### src/common/hpc_pkg.sv
// constants, types and register map of the hiccup and phase configuration block
package hpc_pkg;
    // wishbone register map, byte addresses
    localparam logic [7:0] REG_CTRL = 8'h00;
    localparam logic [7:0] REG_STATUS = 8'h04;
    localparam logic [7:0] REG_COUNT = 8'h08;
    localparam logic [15:0] PERIOD_RST = 16'h0190;
    // status and count field positions
    localparam int ST_STATE_LSB = 0;
    localparam int ST_VALID = 4;
    localparam int ST_SECONDARY = 5;
    localparam int ST_SPREAD = 6;
    localparam int ST_DUAL = 7;
    localparam int ST_LOCKED = 8;
    localparam int ST_PFM = 9;
    localparam int ST_HS = 10;
    localparam int ST_LS = 11;
    localparam int CNT_OVL_LSB = 0;
    localparam int CNT_OFF_LSB = 16;
    // timing
    localparam int CLK_MHZ = 200;
    localparam int DEAD_NS = 20;
    localparam int DEAD_CYC = (DEAD_NS * CLK_MHZ + 999) / 1000;
    localparam int SOFTSTART_MS = 3;
    localparam int SOFTSTART_CYC = SOFTSTART_MS * CLK_MHZ * 1000;
    localparam int OVL_CYCLES = 512;
    localparam int OFF_CYCLES = 16384;
    localparam int CLEAN_CYCLES = 4;
    localparam int LOCK_EDGES = 2;
    // strap codes from the strap resistor comparator ladder
    localparam logic [2:0] STRAP_29K9 = 3'h0;
    localparam logic [2:0] STRAP_41K2 = 3'h1;
    localparam logic [2:0] STRAP_54K9 = 3'h2;
    localparam logic [2:0] STRAP_71K5 = 3'h3;
    localparam logic [2:0] STRAP_90K9 = 3'h4;
    typedef enum logic [1:0] {HIC_DISABLED, HIC_SOFTSTART, HIC_RUN, HIC_OFF} hpc_hic_t;
    typedef enum logic [2:0] {
        GATE_IDLE, GATE_HI_WAIT, GATE_HI, GATE_LO_WAIT, GATE_LO_DLY, GATE_LO
    } hpc_gate_t;
endpackage

### src/common/hpc_cnt_if.sv
// counter control and result bundle
interface hpc_cnt_if #(parameter int WIDTH = 8);
    logic clr;
    logic inc;
    logic [WIDTH-1:0] count;
    logic done;
    modport counter(input clr, input inc, output count, output done);
    modport user(output clr, output inc, input count, input done);
endinterface

### src/logic/hpc_counter.sv
// saturating event counter with clear, done at LAST
module hpc_counter
    import hpc_pkg::*;
#(
    parameter int WIDTH = 8,
    parameter int LAST = 1
) (
    // clock and reset
    input wire logic clk,
    input wire logic rst_n,
    // control and result
    hpc_cnt_if.counter cnt
);
    // clear wins, then count up and hold at LAST
    always_ff @(posedge clk or negedge rst_n) begin
        if (!rst_n) begin
            cnt.count <= '0;
        end else if (cnt.clr) begin
            cnt.count <= '0;
        end else if (cnt.inc && !cnt.done) begin
            cnt.count <= cnt.count + WIDTH'(1);
        end
    end

    assign cnt.done = (cnt.count == WIDTH'(LAST));
endmodule

### src/logic/hpc_top.sv
// hiccup protection, dead-time interlock, strap latch and phase sync
module hpc_top
    import hpc_pkg::*;
#(
    parameter int SS_CYCLES = SOFTSTART_CYC
) (
    // clock and bias undervoltage reset
    input wire logic SYS_CLK,
    input wire logic RST_N,
    // wishbone slave
    input wire logic WB_CYC_I,
    input wire logic WB_STB_I,
    input wire logic WB_WE_I,
    input wire logic [7:0] WB_ADR_I,
    input wire logic [3:0] WB_SEL_I,
    input wire logic [31:0] WB_DAT_I,
    output logic [31:0] WB_DAT_O,
    output logic WB_ACK_O,
    // analog comparators and pins
    input wire logic BIAS_ABOVE_3V3,
    input wire logic [2:0] CONFIG_STRAP_PIN,
    input wire logic CURRENT_LIMIT_TRIP,
    input wire logic PWM_END,
    input wire logic FEEDBACK_SENSE_ABOVE_0V4,
    input wire logic HIGH_SIDE_GATE_BELOW_2V,
    input wire logic LOW_SIDE_GATE_BELOW_2V,
    input wire logic ENABLE_PIN,
    input wire logic LIGHT_LOAD_OR_SYNC_INPUT,
    input wire logic PULSE_SKIP,
    // gate drives and sync
    output logic HIGH_SIDE_GATE_DRIVE,
    output logic LOW_SIDE_GATE_DRIVE,
    output logic POWER_GOOD_OR_SYNC_OUTPUT,
    // analog controls
    output logic SOFT_START_HOLD_LOW,
    output logic SOFT_START_ACTIVE,
    output logic ERROR_AMP_ENABLE,
    output logic COMPENSATION_NODE_OE,
    output logic INTERNAL_COMP_ALLOWED,
    output logic FREQUENCY_SET_RESISTOR_SLOPE,
    output logic SPREAD_ACTIVE
);
    localparam int NSYNC = 12;

    logic [NSYNC-1:0] meta_reg;
    logic [NSYNC-1:0] sync_reg;
    logic bias_s, cl_s, pwm_end_s, fb_s, ho_low_s, lo_low_s, en_s, syn_s, skip_s;
    logic [2:0] strap_s;
    logic syn_d_reg;
    logic sync_rise;
    logic [15:0] period_reg;
    logic [16:0] period_eff;
    logic [16:0] phase_reg;
    logic [17:0] gap_reg;
    logic [7:0] lfsr_reg;
    logic [1:0] edges_reg;
    logic locked_reg;
    logic osc_tick, sw_tick, allow_ext, ext_present, pfm_mode;
    logic cfg_valid_reg, cfg_secondary_reg, cfg_spread_reg, cfg_dual_reg;
    hpc_hic_t state_reg, state_next;
    hpc_gate_t gate_reg, gate_next;
    logic [2:0] dt_cnt_reg;
    logic trip_reg;
    logic armed, switching_on, hs_start, hs_end;
    logic pg_next;
    logic wb_req;
    logic [31:0] rd_data;

    hpc_cnt_if #(.WIDTH(10)) ovl_c();
    hpc_cnt_if #(.WIDTH(3)) clean_c();
    hpc_cnt_if #(.WIDTH(15)) off_c();
    hpc_cnt_if #(.WIDTH(20)) ss_c();

    // two-flop synchronisers for every pin and comparator input
    always_ff @(posedge SYS_CLK or negedge RST_N) begin
        if (!RST_N) begin
            meta_reg <= '0;
            sync_reg <= '0;
        end else begin
            meta_reg <= {BIAS_ABOVE_3V3, CONFIG_STRAP_PIN, CURRENT_LIMIT_TRIP, PWM_END,
                FEEDBACK_SENSE_ABOVE_0V4, HIGH_SIDE_GATE_BELOW_2V, LOW_SIDE_GATE_BELOW_2V,
                ENABLE_PIN, LIGHT_LOAD_OR_SYNC_INPUT, PULSE_SKIP};
            sync_reg <= meta_reg;
        end
    end

    assign {bias_s, strap_s, cl_s, pwm_end_s, fb_s, ho_low_s, lo_low_s, en_s, syn_s,
        skip_s} = sync_reg;

    // strap latch: sampled once bias is good, dropped when bias falls
    always_ff @(posedge SYS_CLK or negedge RST_N) begin
        if (!RST_N) begin
            cfg_valid_reg <= 1'b0;
            cfg_secondary_reg <= 1'b0;
            cfg_spread_reg <= 1'b0;
            cfg_dual_reg <= 1'b0;
        end else if (!bias_s) begin
            cfg_valid_reg <= 1'b0;
            cfg_secondary_reg <= 1'b0;
            cfg_spread_reg <= 1'b0;
            cfg_dual_reg <= 1'b0;
        end else if (!cfg_valid_reg) begin
            cfg_valid_reg <= 1'b1;
            cfg_secondary_reg <= (strap_s == STRAP_90K9);
            cfg_spread_reg <= (strap_s == STRAP_41K2) || (strap_s == STRAP_71K5);
            cfg_dual_reg <= (strap_s == STRAP_54K9) || (strap_s == STRAP_71K5)
                || (strap_s == STRAP_90K9);
        end
    end

    // oscillator with optional pseudo-random period dither
    assign period_eff = {1'b0, period_reg}
        + (SPREAD_ACTIVE ? {13'h0000, lfsr_reg[3:0]} : 17'h00000);
    assign osc_tick = (phase_reg >= period_eff - 17'h00001);
    assign sync_rise = syn_s && !syn_d_reg;
    assign allow_ext = cfg_valid_reg && !cfg_secondary_reg && !cfg_spread_reg;
    assign ext_present = (edges_reg != 2'h0) || locked_reg;
    assign pfm_mode = !cfg_secondary_reg && !ext_present && syn_s;
    assign sw_tick = (cfg_secondary_reg || locked_reg) ? sync_rise : osc_tick;

    always_ff @(posedge SYS_CLK or negedge RST_N) begin
        if (!RST_N) begin
            phase_reg <= '0;
            lfsr_reg <= 8'h01;
            syn_d_reg <= 1'b0;
        end else begin
            syn_d_reg <= syn_s;
            phase_reg <= sw_tick ? 17'h00000 : phase_reg + 17'h00001;
            if (sw_tick) begin
                lfsr_reg <= {lfsr_reg[6:0], lfsr_reg[7] ^ lfsr_reg[5] ^ lfsr_reg[4] ^ lfsr_reg[3]};
            end
        end
    end

    // external clock detection; lock on the third rising edge, drop after over two periods with no edge
    always_ff @(posedge SYS_CLK or negedge RST_N) begin
        if (!RST_N) begin
            edges_reg <= '0;
            locked_reg <= 1'b0;
            gap_reg <= '0;
        end else if (!allow_ext || gap_reg > {period_eff, 1'b0}) begin
            edges_reg <= '0;
            locked_reg <= 1'b0;
            gap_reg <= '0;
        end else if (sync_rise) begin
            gap_reg <= '0;
            if (edges_reg == 2'(LOCK_EDGES)) begin
                locked_reg <= 1'b1;
            end else begin
                edges_reg <= edges_reg + 2'h1;
            end
        end else if (ext_present) begin
            gap_reg <= gap_reg + 18'h00001;
        end
    end

    // overload flag for the current switching cycle, a trip at the tick is kept
    always_ff @(posedge SYS_CLK or negedge RST_N) begin
        if (!RST_N) begin
            trip_reg <= 1'b0;
        end else if (sw_tick) begin
            trip_reg <= cl_s;
        end else if (cl_s) begin
            trip_reg <= 1'b1;
        end
    end

    // hiccup sequence counters
    assign armed = (state_reg == HIC_RUN) || (state_reg == HIC_SOFTSTART && fb_s);
    assign ovl_c.clr = !armed || clean_c.done;
    assign ovl_c.inc = sw_tick && trip_reg;
    assign clean_c.clr = !armed || clean_c.done || (sw_tick && trip_reg);
    assign clean_c.inc = sw_tick && !trip_reg;
    assign off_c.clr = (state_reg != HIC_OFF);
    assign off_c.inc = sw_tick;
    assign ss_c.clr = (state_reg != HIC_SOFTSTART);
    assign ss_c.inc = 1'b1;

    hpc_counter #(.WIDTH(10), .LAST(OVL_CYCLES)) u_ovl (
        .clk(SYS_CLK),
        .rst_n(RST_N),
        .cnt(ovl_c.counter)
    );
    hpc_counter #(.WIDTH(3), .LAST(CLEAN_CYCLES)) u_clean (
        .clk(SYS_CLK),
        .rst_n(RST_N),
        .cnt(clean_c.counter)
    );
    hpc_counter #(.WIDTH(15), .LAST(OFF_CYCLES)) u_off (
        .clk(SYS_CLK),
        .rst_n(RST_N),
        .cnt(off_c.counter)
    );
    hpc_counter #(.WIDTH(20), .LAST(SS_CYCLES)) u_ss (
        .clk(SYS_CLK),
        .rst_n(RST_N),
        .cnt(ss_c.counter)
    );

    // hiccup state machine
    always_comb begin
        state_next = state_reg;
        unique case (state_reg)
            HIC_DISABLED: if (cfg_valid_reg && en_s) state_next = HIC_SOFTSTART;
            HIC_SOFTSTART: begin
                if (ovl_c.done) begin
                    state_next = HIC_OFF;
                end else if (ss_c.done) begin
                    state_next = HIC_RUN;
                end
            end
            HIC_RUN: if (ovl_c.done) state_next = HIC_OFF;
            HIC_OFF: if (off_c.done) state_next = HIC_SOFTSTART;
        endcase
        if (!en_s || !cfg_valid_reg) begin
            state_next = HIC_DISABLED;
        end
    end

    always_ff @(posedge SYS_CLK or negedge RST_N) begin
        if (!RST_N) begin
            state_reg <= HIC_DISABLED;
        end else begin
            state_reg <= state_next;
        end
    end

    // adaptive dead-time gate sequencer
    assign switching_on = (state_reg == HIC_SOFTSTART) || (state_reg == HIC_RUN);
    assign hs_start = sw_tick && switching_on && !(pfm_mode && skip_s);
    assign hs_end = pwm_end_s || cl_s || !switching_on;

    always_comb begin
        gate_next = gate_reg;
        unique case (gate_reg)
            GATE_IDLE: if (hs_start) gate_next = GATE_HI_WAIT;
            GATE_HI_WAIT: begin
                if (!switching_on) begin
                    gate_next = GATE_IDLE;
                end else if (lo_low_s) begin
                    gate_next = GATE_HI;
                end
            end
            GATE_HI: if (hs_end) gate_next = GATE_LO_WAIT;
            GATE_LO_WAIT: if (ho_low_s) gate_next = GATE_LO_DLY;
            GATE_LO_DLY: begin
                if (!switching_on) begin
                    gate_next = GATE_IDLE;
                end else if (dt_cnt_reg == 3'(DEAD_CYC - 1)) begin
                    gate_next = GATE_LO;
                end
            end
            GATE_LO: begin
                if (!switching_on) begin
                    gate_next = GATE_IDLE;
                end else if (hs_start) begin
                    gate_next = GATE_HI_WAIT;
                end
            end
            default: gate_next = GATE_IDLE;
        endcase
    end

    always_ff @(posedge SYS_CLK or negedge RST_N) begin
        if (!RST_N) begin
            gate_reg <= GATE_IDLE;
            dt_cnt_reg <= '0;
            HIGH_SIDE_GATE_DRIVE <= 1'b0;
            LOW_SIDE_GATE_DRIVE <= 1'b0;
        end else begin
            gate_reg <= gate_next;
            dt_cnt_reg <= (gate_reg == GATE_LO_DLY) ? dt_cnt_reg + 3'h1 : 3'h0;
            HIGH_SIDE_GATE_DRIVE <= (gate_next == GATE_HI);
            LOW_SIDE_GATE_DRIVE <= (gate_next == GATE_LO);
        end
    end

    // power-good or interleave sync output and analog controls
    always_comb begin
        if (!cfg_secondary_reg && cfg_dual_reg) begin
            pg_next = !(pfm_mode && skip_s) && (phase_reg >= (period_eff >> 1));
        end else begin
            pg_next = (state_reg == HIC_RUN);
        end
    end

    always_ff @(posedge SYS_CLK or negedge RST_N) begin
        if (!RST_N) begin
            POWER_GOOD_OR_SYNC_OUTPUT <= 1'b0;
            SOFT_START_HOLD_LOW <= 1'b1;
            SOFT_START_ACTIVE <= 1'b0;
            ERROR_AMP_ENABLE <= 1'b0;
            COMPENSATION_NODE_OE <= 1'b0;
            INTERNAL_COMP_ALLOWED <= 1'b0;
            FREQUENCY_SET_RESISTOR_SLOPE <= 1'b0;
            SPREAD_ACTIVE <= 1'b0;
        end else begin
            POWER_GOOD_OR_SYNC_OUTPUT <= pg_next;
            SOFT_START_HOLD_LOW <= (state_next inside {HIC_OFF, HIC_DISABLED});
            SOFT_START_ACTIVE <= (state_next == HIC_SOFTSTART);
            ERROR_AMP_ENABLE <= cfg_valid_reg && !cfg_secondary_reg;
            COMPENSATION_NODE_OE <= cfg_valid_reg && !cfg_secondary_reg;
            INTERNAL_COMP_ALLOWED <= cfg_valid_reg && !cfg_dual_reg;
            FREQUENCY_SET_RESISTOR_SLOPE <= cfg_secondary_reg;
            SPREAD_ACTIVE <= cfg_spread_reg && !cfg_secondary_reg;
        end
    end

    // wishbone slave: one wait state, ack for one cycle
    assign wb_req = WB_CYC_I && WB_STB_I && !WB_ACK_O;

    always_comb begin
        rd_data = 32'h00000000;
        unique case (WB_ADR_I)
            REG_CTRL: rd_data[15:0] = period_reg;
            REG_STATUS: begin
                rd_data[ST_STATE_LSB +: 2] = state_reg;
                rd_data[ST_VALID] = cfg_valid_reg;
                rd_data[ST_SECONDARY] = cfg_secondary_reg;
                rd_data[ST_SPREAD] = cfg_spread_reg;
                rd_data[ST_DUAL] = cfg_dual_reg;
                rd_data[ST_LOCKED] = locked_reg;
                rd_data[ST_PFM] = pfm_mode;
                rd_data[ST_HS] = HIGH_SIDE_GATE_DRIVE;
                rd_data[ST_LS] = LOW_SIDE_GATE_DRIVE;
            end
            REG_COUNT: begin
                rd_data[CNT_OVL_LSB +: 10] = ovl_c.count;
                rd_data[CNT_OFF_LSB +: 15] = off_c.count;
            end
            default: rd_data = 32'h00000000;
        endcase
    end

    always_ff @(posedge SYS_CLK or negedge RST_N) begin
        if (!RST_N) begin
            WB_ACK_O <= 1'b0;
            WB_DAT_O <= '0;
        end else begin
            WB_ACK_O <= wb_req;
            if (wb_req && !WB_WE_I) begin
                WB_DAT_O <= rd_data;
            end
        end
    end

    // period register, byte lanes 0 and 1
    always_ff @(posedge SYS_CLK or negedge RST_N) begin
        if (!RST_N) begin
            period_reg <= PERIOD_RST;
        end else if (wb_req && WB_WE_I && WB_ADR_I == REG_CTRL) begin
            if (WB_SEL_I[0]) period_reg[7:0] <= WB_DAT_I[7:0];
            if (WB_SEL_I[1]) period_reg[15:8] <= WB_DAT_I[15:8];
        end
    end
endmodule

### config.mk
export PLATFORM = sky130hd
export DESIGN_NAME = hpc_top
export DESIGN_NICKNAME = d
export VERILOG_FILES = /design/src/common/hpc_pkg.sv /design/src/common/hpc_cnt_if.sv /design/src/logic/hpc_counter.sv /design/src/logic/hpc_top.sv
export SDC_FILE = /design/constraint.sdc
export NUM_CORES = 1
export LEC_CHECK = 0
export BUFFER_PORTS_ARGS = -buffer_cell sky130_fd_sc_hd__buf_2
export CORE_ASPECT_RATIO = 1.75
export CORE_MARGIN = 2
export CORE_UTILIZATION = 40
export DETAILED_ROUTE_END_ITERATION = 6
export PLACE_DENSITY_LB_ADDON = 0.25
export SLEW_MARGIN = 20
export SYNTH_ARGS = -nofsm -noshare
export SYNTH_HDL_FRONTEND = slang
export SYNTH_SLANG_ARGS = --single-unit
### constraint.sdc
create_clock -name SYS_CLK -period 5.3 [get_ports SYS_CLK]
set_input_delay 0.265 -clock SYS_CLK [delete_from_list [all_inputs] [get_ports SYS_CLK]]
set_output_delay 0.265 -clock SYS_CLK [all_outputs]
set_load 0.02 [all_outputs]
==> results.yml <==
timing:
  final-setup-viol-count: 0
  final_max_slew_viol_count: 0
  timing.final.crit_share_pct: 94.4
  max_freq_ghz: 0.200
  relSlewSlack_pct: 28.3
  holdWs_ps: 27.3
  hold_viol_final: 0
  worstMarginPinSlew_ps: 1080
  skew_ps: 21.9
  fin_crit_ps: 5000
clock_network:
  h-tree-depth: 4
  cts_buffers: 17
  cts_num_sinks: 189
  cts-root-buf: "clkbuf_16"
  cts_tree: "done"
  clock_path_buffers: 2
  clock_latency_ps: 470
  path_clk_slew_ps: 80
global_routing:
  grt_max_degree: 172
  grt_pass1_wl_um: 48000
  grt_usage_pct: 21.6
  antenna_found_initial: 0
  grt_util_met2_pct: 39.4
  busiest_layer: "met2"
  gr-usage-met3_pct: 3.82
  grt.overflow.total: 0
  grt_pass1_vias: 9095
  met1_usage_pct: 23.3
floorplan:
  chipWidth_um: 130
  std_cell_rows: 80
  dieArea_um2: 29000
  fp.dieH_um: 224
  initial_utilization_pct: 40.6
  coreArea_um2: 27200
  ioPinCount: 104
detailed_routing:
  viasPerCell: 5.56
  antenna_left: 0
  drt_pass1_iterations: 5
  avgRoutedWirePerCell_um: 18.6
  vias: 9049
  drtIter0Drc: 465
  drt-total-wl_um: 30200
  drc: 0
setup_path:
  cp.required_ps: 5680
  critPathLaunch: "lfsr_reg[0]"
  reg2reg_from: "lfsr_reg[0]"
  cp.arrival_ps: 5380
  crit_fanout: 17
  worst_setup_path_end_kind: "flop"
  critPathKind: "reg2reg"
  startpoint_type: "flop"
logic_synthesis:
  synthTopCellsByCount: "dfrtp_1, nand2_1, nor2_1"
  synthSimpleGateAreaFrac_pct: 21.8
  synth-adder-area-share_pct: 8.14
  syn_nets: 1267
  yosys.cell_types.count: 87
  synth_top_family_by_area: "simple AND/OR/NAND/NOR gates"
  yosys_warnings: 0
  synth_xor_area_share_pct: 6.29
  synth_seq_cells: 189
  syn_area_um2: 11100
  synth_top_area_cell: "dfrtp_1"
  synth.most_common_cell: "dfrtp_1"
  yosysSeqAreaShare_pct: 42.8
  synth_edf_count: 0
  async_flop_share_pct: 100
  synthTopCellsByArea: "dfrtp_1, ha_1, nand2_1, xnor2_1, nand3_1"
  synth_mux_area_share_pct: 2.80
  syn-instance-count: 1138
  ys.flop_type: "dfrtp_1"
  avgSynthCellArea_um2: 9.71
  synth_compound_area_share_pct: 14.6
  synth.top_cell.area_share_pct: 41.6
placed_design:
  io_buffers: 84
  gp_congestion: 0.910
  post-dp-hpwl_um: 22600
  dp.cells: 1573
layout:
  fin_util_pct: 47.4
  layout.nets: 1373
  fin_cells: 1627
  drive_gt1_share_pct: 17.7
  largest_register_ffs: 31
  areaGrowthSynthToFinish_pct: 16.6
power_and_ir_drop:
  leakagePower_nw: 5.78
  peakVddDrop_uv: 239
  powerDensity_nw_per_um2: 261
hold_path:
  hp-class: "in2reg"
  worst_hold_startpoint: "WB_DAT_I[14]"
job:
  maxCapViolCount: 0
status:
  outcome: "completed"
==> per-layer routing <==
layer	wire length (µm)	up-vias	part of all wire, %
met4	1340	0	4.4
met2	16600	183	55
met3	880	67	2.9
li1	-	4302	-
met5	0	-	0
met1	11400	4497	38
==> stage by stage <==
stage | power [mW] | setup TNS (ps) | worst slack [ps] | area (µm²)
after CTS | 3.40 | 0 | 23.3 | 12800
final | 3.36 | 0 | 299 | 12900
after global routing | 3.52 | -18.5 | -9.08 | 12900
after floorplan | 1.86 | 0 | 441 | 11100
after global placement | 2.03 | 0 | 188 | 12000
after detailed placement | 2.03 | 0 | 54.7 | 12000
==> logic make-up after synthesis <==
family	count (synthesis)
fa+ha+maj	72
other cells	1
buf+inv	88
simple gates	462
xor+xnor	77
flops	189
compound gates	221
mux	28
==> report_power, final <==
part	internal, mW	total [mW]	switching (mW)
clock	0.655	1.35	0.690
sequential	1.51	1.59	0.0830
combinational	0.179	0.426	0.247
total	2.34	3.36	1.02
==> cells in the final DEF (no fill, tap or decap), types with 6 or more instances in the layout <==
cell	netlist	layout
dfrtp_1	184	184
o21ai_0	34	32
and4_1	6	6
and2_1	26	25
and3_1	20	20
o21ai_1	12	14
nor2_1	91	91
a221oi_1	10	10
a21oi_1	49	46
or3_1	12	12
nand3_1	70	70
o21a_1	8	8
nor3_1	14	12
or4_1	16	16
mux2_2	23	23
a21o_1	13	13
xor2_1	30	30
o211ai_1	11	11
a21boi_0	6	6
nor2b_1	13	12
buf_2	7	83
nand2_1	108	108
clkinv_8	0	6
o31ai_1	16	15
inv_1	40	40
nor4_1	12	11
ha_1	67	67
clkbuf_16	0	18
a22o_1	17	17
nand4_1	28	28
dlygate4sd3_1	0	15
nand2b_1	16	16
xnor2_1	45	45
buf_4	6	30
==> repair_timing <==
| action | in CTS | in global routing |
|---|---|---|
| hold endpoints to repair | 32 | 0 |
| endpoints found under the setup margin | 0 | 44 |
| hold buffers | 15 | 0 |
| gates resized for setup | 0 | 13 |
| buffers inserted | 0 | 5 |
==> worst paths after layout <==
check                                       endpoint  slack, ps  cells past startpoint
max in group asynchronous  POWER_GOOD_OR_SYNC_OUTPUT       3840                      3
setup reg to reg                  u_off.cnt.count[8]        300                     23
min in group asynchronous               WB_DAT_O[29]        210                      2
setup / recovery                  u_off.cnt.count[8]        300                     23
hold / removal                        period_reg[14]         30                      2
hold reg to reg                          sync_reg[0]        350                      0
==> critical path, stage by stage, from the launching register on <==
cell       delay (ps)
dfstp_2           540
and2_1            120
ha_1              160
inv_1              60
fa_2              350
nand2b_1          180
and2_4            170
inv_2              50
a22oi_1            60
a2bb2oi_1         180
a211oi_2          310
nand4_1           200
buf_4             190
a2111oi_4         200
xor2_1            120
ha_1              300
and4_1            200
a41o_1            170
a21oi_1            50
o31ai_2           350
a21oi_4           120
buf_12            180
or4_1             510
a21oi_1           160
==> layout make-up <==
cell class                      count  area (µm²)
Inverter                           41         154
Antenna cell                        1        2.50
Clock inverter                     15         204
Timing Repair Buffer              134         910
Tap cell                          369         462
Sequential cell                   189        4740
Clock buffer                       17         425
Multi-Input combinational cell    861        6000
Fill cell                        2665       14300
Note: power is estimated with default switching activity, not from simulation.
